--- config.mk ---
export PLATFORM = sky130hd
export DESIGN_NAME = pcd_ctrl
export DESIGN_NICKNAME = d
export VERILOG_FILES = /design/src/pcd_pkg.sv /design/src/pcd_ctrl.sv
export SDC_FILE = /design/constraint.sdc
export NUM_CORES = 1
export LEC_CHECK = 0
export ABC_AREA = 1
export BUFFER_PORTS_ARGS = -buffer_cell sky130_fd_sc_hd__buf_2
export CORE_MARGIN = 5
export CORE_UTILIZATION = 43
export CTS_BUF_LIST = sky130_fd_sc_hd__clkbuf_8
export CTS_CLUSTER_SIZE = 10
export DETAILED_ROUTE_END_ITERATION = 8
export SLEW_MARGIN = 20
export SYNTH_ARGS = -nofsm -noshare
export SYNTH_HDL_FRONTEND = slang
export SYNTH_SLANG_ARGS = --single-unit
--- constraint.sdc ---
create_clock -name CLK_SYS_IN -period 7.8 [get_ports CLK_SYS_IN]
set_input_delay 0.78 -clock CLK_SYS_IN [delete_from_list [all_inputs] [get_ports CLK_SYS_IN]]
set_output_delay 0.78 -clock CLK_SYS_IN [all_outputs]
set_load 0.01 [all_outputs]
--- src/pcd_pkg.sv ---
package pcd_pkg;

  // ----------------------------------------------------------------
  // Timing
  // ----------------------------------------------------------------
  localparam int CLK_PERIOD_NS   = 10;
  localparam int CHR_SETUP_L_NS  = 6400;
  localparam int CHR_SETUP_S_NS  = 4800;
  localparam int PT_SETUP_NS     = 3200;
  localparam int SETTLE_NS       = 15000;
  localparam int DARK_NS         = 1000;
  localparam int LIT_NS          = 3000;
  localparam int PT_LIT_NS       = 1000;

  localparam logic [15:0] CHR_SETUP_L_CYC =
    16'((CHR_SETUP_L_NS + CLK_PERIOD_NS - 1) / CLK_PERIOD_NS);
  localparam logic [15:0] CHR_SETUP_S_CYC =
    16'((CHR_SETUP_S_NS + CLK_PERIOD_NS - 1) / CLK_PERIOD_NS);
  localparam logic [15:0] PT_SETUP_CYC =
    16'((PT_SETUP_NS + CLK_PERIOD_NS - 1) / CLK_PERIOD_NS);
  localparam logic [15:0] SETTLE_CYC = 16'((SETTLE_NS + CLK_PERIOD_NS - 1) / CLK_PERIOD_NS);
  localparam logic [15:0] DARK_CYC   = 16'((DARK_NS + CLK_PERIOD_NS - 1) / CLK_PERIOD_NS);
  localparam logic [15:0] LIT_CYC    = 16'((LIT_NS + CLK_PERIOD_NS - 1) / CLK_PERIOD_NS);
  localparam logic [15:0] PT_LIT_CYC = 16'((PT_LIT_NS + CLK_PERIOD_NS - 1) / CLK_PERIOD_NS);

  // ----------------------------------------------------------------
  // Character geometry
  // ----------------------------------------------------------------
  localparam logic [11:0] FULL_XINC  = 12'h008;
  localparam logic [11:0] HALF_XINC  = 12'h004;
  localparam logic [4:0]  FULL_ACLOW = 5'h18;
  localparam logic [3:0]  HALF_ACLOW = 4'hc;
  localparam logic [3:0]  COL_PTS    = 4'h6;
  localparam logic [3:0]  LAST_PT    = 4'hb;

  // ----------------------------------------------------------------
  // Register port
  // ----------------------------------------------------------------
  localparam logic [3:0]  REG_CTRL    = 4'h0;
  localparam logic [3:0]  REG_STATUS  = 4'h1;
  localparam logic [3:0]  REG_XPOS    = 4'h2;
  localparam logic [3:0]  REG_YPOS    = 4'h3;
  localparam int          CTRL_SIZE   = 0;
  localparam logic        SIZE_RESET  = 1'b1;
  localparam int          STAT_BUSY   = 0;
  localparam int          STAT_STALL  = 1;
  localparam int          STAT_PEND   = 2;

  typedef enum logic [1:0] {S_IDLE, S_SETUP, S_SETTLE, S_DWELL} pcd_state_t;

  typedef struct packed {
    logic        is_char;
    logic        short_setup;
    logic        indirect;
    logic [11:0] ac;
    logic [11:0] idx;
    logic [11:0] pat;
    logic [11:0] xloc;
  } pcd_cmd_t;

endpackage : pcd_pkg

--- src/pcd_ctrl.sv ---
`timescale 1ns/100ps
// Contract
// [RULE1] A new display request while busy stalls the processor until the controller is free.
// [RULE2] Half-size mode, size flag clear, steps every point by two instead of four.
// [RULE3] Half-size start row comes from accumulator bits 3-7 with half-size low bits.
// [RULE4] Half-size mode advances the stored horizontal coordinate by 4, not octal 10.
// [RULE5] Half-size mode halves vertical spacing, leaving four points between text lines; the code leaves two (rows 12 and 14 of 16).
// [RULE6] Wait 15 us settling, then 1 us per dark bit, 3 us per lit bit.
// [RULE7] Scan ends when no lit points remain; outputs hold the last lit point.
// [RULE8] Point row from accumulator bits 3-11, column from index register bits 3-11.
// [RULE9] Point channel is chosen by index register bit 0.
// [RULE10] Indirect point first increments index by one in 10 bits, top two kept.
// [RULE11] Character shows a 2 by 6 array; ones lit, zeros dark.
// [RULE12] Program keeps character column in location 0001, never as index register.
// [RULE13] Full-size points are four grid positions apart both ways.
// [RULE14] First character step copies the pattern word into the intensify buffer.
// [RULE15] Accumulator bits 3-6 load the row buffer; bits 7-11 become octal 30.
// [RULE16] Stored column is increased by octal 10 and loaded into the column buffer.
// [RULE17] Processor released 4.8 or 6.4 us after setup; scan continues alone.
// [RULE18] Full-size characters start only at rows that are multiples of octal 40.
// [RULE19] Coordinate converters are loaded whole in one parallel jam transfer.
// [RULE20] Coordinates held in two 9-bit buffers, pattern in 12-bit buffer all scan.
// [RULE21] Scan column by column, bottom to top, stepping row per bit.
module pcd_ctrl
(
  input  wire logic             CLK_SYS_IN,     // System clock
  input  wire logic             RST_IN,         // Async reset, active high
  input  wire logic             REQ_VALID_IN,   // One-cycle display request
  input  wire pcd_pkg::pcd_cmd_t REQ_CMD_IN,    // Request operands
  output logic                  STALL_OUT,      // Processor must wait
  output logic                  DONE_OUT,       // Setup results valid pulse
  output logic [11:0]           AC_RES_OUT,     // Accumulator after setup
  output logic [11:0]           IDX_RES_OUT,    // Index register after setup
  output logic [11:0]           XLOC_RES_OUT,   // New character column word
  output logic [8:0]            X_OUT,          // Horizontal converter
  output logic [8:0]            Y_OUT,          // Vertical converter
  output logic                  INTENS_OUT,     // Intensify level
  output logic                  CHAN_OUT,       // Intensify channel
  output logic                  BUSY_OUT,       // Controller active
  input  wire logic [3:0]       REG_ADDR_IN,    // Register address
  input  wire logic [11:0]      REG_WDATA_IN,   // Register write data
  input  wire logic             REG_WR_IN,      // Register write strobe
  input  wire logic             REG_RD_IN,      // Register read strobe
  output logic [11:0]           REG_RDATA_OUT   // Read data, next cycle
);

  // ----------------------------------------------------------------
  // Helpers
  // ----------------------------------------------------------------
  function automatic logic bit_at(input logic [11:0] p, input logic [3:0] i);
    return p[4'd11 - i];
  endfunction : bit_at

  function automatic logic more_after(input logic [11:0] p, input logic [3:0] i);
    logic [11:0] m;
    m = 12'hfff >> (i + 4'h1);
    return (p & m) != 12'h000;
  endfunction : more_after

  // Bit order: first column bottom to top, then second column
  function automatic logic [17:0] coord(input logic [8:0] xb, input logic [8:0] yb,
                                        input logic half, input logic [3:0] i);
    logic       col;
    logic [3:0] row;
    logic [8:0] xs;
    logic [8:0] ys;
    col = (i >= pcd_pkg::COL_PTS);
    row = col ? i - pcd_pkg::COL_PTS : i;
    xs  = col ? (half ? 9'h002 : 9'h004) : 9'h000;
    ys  = half ? {4'h0, row, 1'b0} : {3'h0, row, 2'b00};
    return {xb + xs, yb + ys};                                 // see [RULE21]
  endfunction : coord

  // ----------------------------------------------------------------
  // State
  // ----------------------------------------------------------------
  pcd_pkg::pcd_state_t state_q;
  pcd_pkg::pcd_state_t state_d;
  pcd_pkg::pcd_cmd_t   cmd_q;
  pcd_pkg::pcd_cmd_t   pend_q;
  logic                pend_v_q;
  logic [15:0]         tmr_q;
  logic [15:0]         tmr_d;
  logic [3:0]          cnt_q;
  logic [3:0]          cnt_d;
  logic [8:0]          xb_q;
  logic [8:0]          yb_q;
  logic [11:0]         pat_q;
  logic                op_char_q;
  logic                half_q;
  logic                size_q;
  logic                lit_d;
  logic                launch;
  logic                setup_end;
  logic                dwell_go;
  logic                jam;
  logic [3:0]          dwell_idx;

  wire logic tmr_done = (tmr_q == 16'h0001);
  wire logic active   = (state_q == pcd_pkg::S_SETTLE) || (state_q == pcd_pkg::S_DWELL);
  wire logic pend_set = REQ_VALID_IN && active && !pend_v_q;           // see [RULE1]
  wire logic pend_v_d = pend_set || (pend_v_q && !launch);
  wire pcd_pkg::pcd_cmd_t src = pend_v_q ? pend_q : REQ_CMD_IN;

  // ----------------------------------------------------------------
  // Setup arithmetic
  // ----------------------------------------------------------------
  wire logic        half_w  = !size_q;                                  // see [RULE2]
  wire logic [11:0] idx_inc = {cmd_q.idx[11:10], cmd_q.idx[9:0] + 10'h001}; // see [RULE10]
  wire logic [11:0] idx_eff = cmd_q.indirect ? idx_inc : cmd_q.idx;
  wire logic [11:0] xloc_nw = cmd_q.xloc + (half_w ? pcd_pkg::HALF_XINC
                                                   : pcd_pkg::FULL_XINC); // see [RULE4] [RULE16]
  // Low row bits forced to zero so arrays start on fixed intervals
  wire logic [8:0]  yc_base = half_w ? {cmd_q.ac[8:4], 4'h0}           // see [RULE3] [RULE5]
                                     : {cmd_q.ac[8:5], 5'h00};         // see [RULE15] [RULE18]
  wire logic [11:0] ac_chr  = half_w ? {cmd_q.ac[11:4], pcd_pkg::HALF_ACLOW}
                                     : {cmd_q.ac[11:5], pcd_pkg::FULL_ACLOW}; // see [RULE15]
  wire logic [15:0] setup_cyc = !src.is_char ? pcd_pkg::PT_SETUP_CYC
                              : src.short_setup ? pcd_pkg::CHR_SETUP_S_CYC
                              : pcd_pkg::CHR_SETUP_L_CYC;
  wire logic [17:0] jam_xy  = coord(xb_q, yb_q, half_q, dwell_idx);    // see [RULE13] [RULE2]

  // ----------------------------------------------------------------
  // Sequencer
  // ----------------------------------------------------------------
  always_comb
  begin
    state_d   = state_q;
    tmr_d     = (tmr_q != 16'h0000) ? tmr_q - 16'h0001 : 16'h0000;
    cnt_d     = cnt_q;
    lit_d     = INTENS_OUT;
    launch    = 1'b0;
    setup_end = 1'b0;
    dwell_go  = 1'b0;
    dwell_idx = cnt_q;
    case (state_q)
      pcd_pkg::S_IDLE:
        if (pend_v_q || REQ_VALID_IN)
        begin
          launch  = 1'b1;
          state_d = pcd_pkg::S_SETUP;
          tmr_d   = setup_cyc;
        end
      pcd_pkg::S_SETUP:
        if (tmr_done)
        begin
          setup_end = 1'b1;                                     // see [RULE17]
          state_d   = pcd_pkg::S_SETTLE;
          tmr_d     = pcd_pkg::SETTLE_CYC;                       // see [RULE6]
        end
      pcd_pkg::S_SETTLE:
        if (tmr_done)
        begin
          if (op_char_q && pat_q == 12'h000)
            state_d = pcd_pkg::S_IDLE;                           // see [RULE7]
          else
          begin
            state_d   = pcd_pkg::S_DWELL;
            cnt_d     = 4'h0;
            dwell_go  = 1'b1;
            dwell_idx = 4'h0;
          end
        end
      pcd_pkg::S_DWELL:
        if (tmr_done)
        begin
          lit_d = 1'b0;
          if (!op_char_q || cnt_q == pcd_pkg::LAST_PT || !more_after(pat_q, cnt_q))
            state_d = pcd_pkg::S_IDLE;                           // see [RULE7]
          else
          begin
            cnt_d     = cnt_q + 4'h1;
            dwell_go  = 1'b1;
            dwell_idx = cnt_q + 4'h1;
          end
        end
      default:
        state_d = pcd_pkg::S_IDLE;
    endcase
    if (dwell_go)
    begin
      lit_d = !op_char_q || bit_at(pat_q, dwell_idx);            // see [RULE11]
      tmr_d = !op_char_q ? pcd_pkg::PT_LIT_CYC
            : lit_d ? pcd_pkg::LIT_CYC : pcd_pkg::DARK_CYC;      // see [RULE6]
    end
  end

  // Dark points never move the beam, so it rests on the last lit one
  assign jam = dwell_go && lit_d;                                // see [RULE7]

  always_ff @(posedge CLK_SYS_IN or posedge RST_IN)
  begin
    if (RST_IN)
    begin
      state_q  <= pcd_pkg::S_IDLE;
      tmr_q    <= 16'h0000;
      cnt_q    <= 4'h0;
      pend_v_q <= 1'b0;
      pend_q   <= '0;
      cmd_q    <= '0;
    end
    else
    begin
      state_q  <= state_d;
      tmr_q    <= tmr_d;
      cnt_q    <= cnt_d;
      pend_v_q <= pend_v_d;
      if (pend_set)
        pend_q <= REQ_CMD_IN;
      if (launch)
        cmd_q  <= src;
    end
  end

  // ----------------------------------------------------------------
  // Display buffers and setup results
  // ----------------------------------------------------------------
  always_ff @(posedge CLK_SYS_IN or posedge RST_IN)
  begin
    if (RST_IN)
    begin
      xb_q         <= 9'h000;
      yb_q         <= 9'h000;
      pat_q        <= 12'h000;
      op_char_q    <= 1'b0;
      half_q       <= 1'b0;
      CHAN_OUT     <= 1'b0;
      AC_RES_OUT   <= 12'h000;
      IDX_RES_OUT  <= 12'h000;
      XLOC_RES_OUT <= 12'h000;
    end
    else if (setup_end)
    begin
      op_char_q    <= cmd_q.is_char;
      half_q       <= half_w;
      pat_q        <= cmd_q.pat;                                 // see [RULE14] [RULE20]
      xb_q         <= cmd_q.is_char ? xloc_nw[8:0] : idx_eff[8:0];  // see [RULE8] [RULE16]
      yb_q         <= cmd_q.is_char ? yc_base : cmd_q.ac[8:0];   // see [RULE8]
      CHAN_OUT     <= cmd_q.is_char ? CHAN_OUT : idx_eff[11];    // see [RULE9]
      AC_RES_OUT   <= cmd_q.is_char ? ac_chr : cmd_q.ac;
      IDX_RES_OUT  <= cmd_q.is_char ? cmd_q.idx : idx_eff;       // see [RULE10]
      XLOC_RES_OUT <= cmd_q.is_char ? xloc_nw : cmd_q.xloc;
    end
  end

  always_ff @(posedge CLK_SYS_IN or posedge RST_IN)
  begin
    if (RST_IN)
    begin
      X_OUT      <= 9'h000;
      Y_OUT      <= 9'h000;
      INTENS_OUT <= 1'b0;
      DONE_OUT   <= 1'b0;
      STALL_OUT  <= 1'b0;
      BUSY_OUT   <= 1'b0;
    end
    else
    begin
      if (jam)
      begin
        X_OUT <= jam_xy[17:9];                                   // see [RULE19]
        Y_OUT <= jam_xy[8:0];                                    // see [RULE19]
      end
      INTENS_OUT <= lit_d;
      DONE_OUT   <= setup_end;
      STALL_OUT  <= (state_d == pcd_pkg::S_SETUP) || pend_v_d;   // see [RULE1] [RULE17]
      BUSY_OUT   <= (state_d != pcd_pkg::S_IDLE) || pend_v_d;
    end
  end

  // ----------------------------------------------------------------
  // Register port
  // ----------------------------------------------------------------
  wire logic [11:0] rd_mux =
      (REG_ADDR_IN == pcd_pkg::REG_CTRL)   ? {11'h000, size_q} :
      (REG_ADDR_IN == pcd_pkg::REG_STATUS) ? {9'h000, pend_v_q, STALL_OUT, BUSY_OUT} :
      (REG_ADDR_IN == pcd_pkg::REG_XPOS)   ? {3'h0, X_OUT} :
      (REG_ADDR_IN == pcd_pkg::REG_YPOS)   ? {3'h0, Y_OUT} : 12'h000;

  always_ff @(posedge CLK_SYS_IN or posedge RST_IN)
  begin
    if (RST_IN)
    begin
      size_q        <= pcd_pkg::SIZE_RESET;
      REG_RDATA_OUT <= 12'h000;
    end
    else
    begin
      if (REG_WR_IN && REG_ADDR_IN == pcd_pkg::REG_CTRL)
        size_q <= REG_WDATA_IN[pcd_pkg::CTRL_SIZE];
      REG_RDATA_OUT <= REG_RD_IN ? rd_mux : 12'h000;
    end
  end

  // ----------------------------------------------------------------
  // Checks
  // ----------------------------------------------------------------
  logic [15:0] ph_cnt_q;
  always_ff @(posedge CLK_SYS_IN or posedge RST_IN)
  begin
    if (RST_IN)
      ph_cnt_q <= 16'h0000;
    else
      ph_cnt_q <= (state_d != state_q) ? 16'h0000 : ph_cnt_q + 16'h0001;
  end

  a_setup_len: assert property (@(posedge CLK_SYS_IN) disable iff (RST_IN) // see [RULE17]
    setup_end |-> ph_cnt_q + 16'h0001 == (!cmd_q.is_char ? pcd_pkg::PT_SETUP_CYC
      : cmd_q.short_setup ? pcd_pkg::CHR_SETUP_S_CYC : pcd_pkg::CHR_SETUP_L_CYC))
    else $error("setup length wrong");
  a_settle_len: assert property (@(posedge CLK_SYS_IN) disable iff (RST_IN) // see [RULE6]
    (state_q == pcd_pkg::S_SETTLE && state_d != pcd_pkg::S_SETTLE)
      |-> ph_cnt_q + 16'h0001 == pcd_pkg::SETTLE_CYC)
    else $error("settle length wrong");
  a_lit_dwell: assert property (@(posedge CLK_SYS_IN) disable iff (RST_IN) // see [RULE6]
    (jam && op_char_q) |=> INTENS_OUT[*8] ##292 (INTENS_OUT && tmr_q == 16'h0001))
    else $error("lit dwell not 3 us");
  a_index_inc: assert property (@(posedge CLK_SYS_IN) disable iff (RST_IN) // see [RULE10]
    (setup_end && !cmd_q.is_char && cmd_q.indirect) |=> IDX_RES_OUT[9:0]
      == $past(cmd_q.idx[9:0]) + 10'h001 && IDX_RES_OUT[11:10] == $past(cmd_q.idx[11:10]))
    else $error("index increment wrong");
  a_chan_pick: assert property (@(posedge CLK_SYS_IN) disable iff (RST_IN) // see [RULE9]
    (setup_end && !cmd_q.is_char) |=> CHAN_OUT == $past(cmd_q.idx[11])
      && xb_q == IDX_RES_OUT[8:0] && yb_q == $past(cmd_q.ac[8:0]))
    else $error("point channel or column wrong");
  a_col_step: assert property (@(posedge CLK_SYS_IN) disable iff (RST_IN) // see [RULE16]
    (setup_end && cmd_q.is_char) |=> XLOC_RES_OUT == $past(cmd_q.xloc)
      + ($past(half_w) ? pcd_pkg::HALF_XINC : pcd_pkg::FULL_XINC) && xb_q == XLOC_RES_OUT[8:0])
    else $error("column step wrong");
  a_row_force: assert property (@(posedge CLK_SYS_IN) disable iff (RST_IN) // see [RULE15]
    (setup_end && cmd_q.is_char && !half_w) |=> AC_RES_OUT[4:0] == pcd_pkg::FULL_ACLOW
      && yb_q[4:0] == 5'h00 && yb_q[8:5] == $past(cmd_q.ac[8:5]))
    else $error("full size row setup wrong");
  a_beam_hold: assert property (@(posedge CLK_SYS_IN) disable iff (RST_IN) // see [RULE7]
    !jam |=> $stable(X_OUT) && $stable(Y_OUT))
    else $error("beam moved without a lit point");
  a_stall_pend: assert property (@(posedge CLK_SYS_IN) disable iff (RST_IN) // see [RULE1]
    pend_set |=> STALL_OUT throughout (pend_v_q [*1]))
    else $error("no stall while request pending");

endmodule : pcd_ctrl

==> results.toml <==
[outcome]
outcome = "completed"

[yosys]
netlist.area_leader.share = 0.504
synth_cells = 1292
yosys_warnings = 0
async_flop_share = 1.00
syn_area_mm2 = 0.0108
seq_area_frac_synth = 0.507
syn_area_per_cell_um2 = 8.37
synth_ff_type = "dfrtp_1"
synth_cell_types = 48
yosys-top-cells-count = "286 x nand2_1, 218 x dfrtp_1, 175 x o21ai_0, 161 x inv_1, 65 x nor2_1"
yosysMostFrequentCell = "nand2_1"
ys_seq_elements = 219
synth-edff-count = 0
yosysTopAreaCell = "dfrtp_1"
yosys-top-cells-area = "dfrtp_1 50%, nand2_1 9.9%, o21ai_0 8.1%"

[worst_setup_path]
slowest_delay_ns = 0.44
worst-path-buf-inv = 4
path_max_fanout = 6
crit_required_ns = 8.26
worstSetupEndpointType = "flop"
worst_path_max_delay_cell = "dfrtp_1"
critPathLaunchType = "flop"
critPathTopFamily = "simple AND/OR/NAND/NOR gates"
cp.arrival_ns = 4.92
worstSetupPathType = "reg2reg"

[floorplan]
fp.dieW_um = 169
initial_utilization = 0.433
core_mm2 = 0.0250
num_rows = 58
dieArea_mm2 = 0.0284
ios = 143
die_h_um = 169

[cts]
ctsHoldBuffers = 0
cts_tree = "done"
clockBufferDepth = 3
clock-sinks = 219
cts_inserted_buffers = 39
post_cts_resized = 0
cts_setup_buffers = 0
clkLatencyLatePin_ns = 0.54
clk_pin_slew_ns = 0.06
htreeDepth = 2
root_buffer = "clkbuf_8"

[global_route]
antenna_found_initial = 1
grtUsageTotal = 0.196
grt_pass1_vias = 8751
grt_pass1_wl_um = 45600
gr-total-overflow = 0
grt_max_degree = 146

[sta]
fin_crit_ns = 4.46
slew_viol_final = 0
setup_viol = 0
tightest_slew_ns = 0.967
finalSetupTns_ns = 0
rsz0062_at_grt = "false"
hold_viol = 0
relSlewSlack = 0.353
fmax_mhz = 224
timing.final.crit_share = 0.572
skew_ns = 0.0190

[cells_and_area]
final-seq-area_mm2 = 0.00548
diodes = 0
nets = 1499
finalNonFillerCells = 1763
final_layout_size_suffix_gt1_frac = 0.172
multiInputGateArea_mm2 = 0.00442
syn_to_final_growth_pct = 14.9
nFillCells = 2496

[hold_path]
min_path_type = "in2async"

[route]
ant_nets = 0
wirelength_um = 27400
drt_drc_violations_left = 0
drt-vias-per-instance = 5.06
num_vias = 8912
dr.pass1.iters = 5
drtIter0Drc = 547
drt-wirelength-per-cell_um = 15.5

[placement]
gp_congestion = 0.864
dp_hpwl_um = 19100
placedCellCount = 1696
numPortBuffers = 128

[power_and_ir_drop]
power_density_mw_per_mm2 = 189
peakVddDrop_uv = 114
p_leak_nw = 6.34

[job]
drv_cap = 0
-- sequential cells by signal, summed over array words and instances, names as in the netlist, 2 cells and up --
register,flops
state_q,2
cnt_q,4
Y_OUT,9
yb_q,3
cmd_q,50
AC_RES_OUT,12
pat_q,12
IDX_RES_OUT,12
REG_RDATA_OUT,9
X_OUT,9
XLOC_RES_OUT,12
pend_q,51
tmr_q,16
xb_q,9
-- cells by family after synthesis --
kind of cell               share of synthesized area
DFF                                            0.507
buffers and inverters                         0.0862
muxes                                       0.000925
xor gates and xnor gates                      0.0227
and+or+nand+nor                                0.203
AOI/OAI and AO/OA                              0.155
other                                       0.000347
adders and majority gates                     0.0252
-- worst register-to-register path, delay by kind of cell (launching register included) --
family / cells / cell delay [ns]
adders and majority gates: 3 / 0.99
and+or+nand+nor: 13 / 1.40
buffers and inverters: 4 / 0.36
AOI/OAI and AO/OA: 7 / 1.04
xor gates and xnor gates: 1 / 0.15
DFF: 1 / 0.44
-- layer usage --
metal / GRT usage / vias up / part of all wire
met4: 0.0600 / 2 / 0.026
met3: 0.0399 / 53 / 0.064
met1: 0.284 / 4169 / 0.47
li1: - / 4453 / -
met5: 0 / - / 0.00047
met2: 0.297 / 235 / 0.44
-- final timing paths --
check / end / slack [ns] / startpoint / depth (start not counted)
worst max-delay path: Y_OUT[7] / 3.34 / cnt_q[0] / 28
worst min-delay path: pend_q[47] / 0.33 / RST_IN / 2
worst max register to register: Y_OUT[7] / 3.34 / cnt_q[0] / 28
worst min register to register: pend_q[40] / 0.47 / pend_q[40] / 2
max in group asynchronous: xb_q[8] / 5.92 / RST_IN / 3
min in group CLK_SYS_IN: pend_q[40] / 0.47 / pend_q[40] / 2
-- power breakdown --
group | switching [mW] | leakage (nW) | internal, mW | total, mW
clock | 0.466 | 0.441 | 0.574 | 1.04
sequential | 0.0172 | 2.86 | 1.16 | 1.18
combinational | 0.0852 | 3.04 | 0.0376 | 0.123
-- cell type report --
cell class,count,area share
clock buffer,50,0.0554
clock inverter,17,0.00634
tap,330,0.0332
inverter,171,0.0526
timing repair buffer,135,0.0558
sequential,219,0.441
multi-input combinational,841,0.356
-- layout by cell type (no fill, tap or decap), drive strengths merged, types with 2 or more instances in the layout --
cell	n
nor3	17
o311ai	3
conb	3
o21bai	2
or2	2
a31o	2
nand2	310
xor2	21
xnor2	7
o211ai	42
a31oi	7
nand3	71
a2bb2oi	6
inv	181
ha	17
nor4	3
clkinv	6
a22oi	3
o21ai	178
dfrtp	218
o221ai	2
nor2	73
o21a	7
fa	3
buf	135
clkbuf	50
nand4	18
a21oi	36
-- stage by stage --
stage	hold slack (ns)	power [mW]	utilization	cell area [um^2]	setup slack, ns
floorplan	0.432	1.28	-	10800	1.03
global placement	0.450	1.32	0.467	11700	3.45
detailed placement	0.459	1.32	0.467	11700	3.40
CTS	0.449	2.38	0.498	12400	3.36
global route	0.426	2.45	0.498	12400	2.87
finish	0.332	2.34	0.498	12400	3.34
No activity file was read; power rests on OpenSTA's default activity.
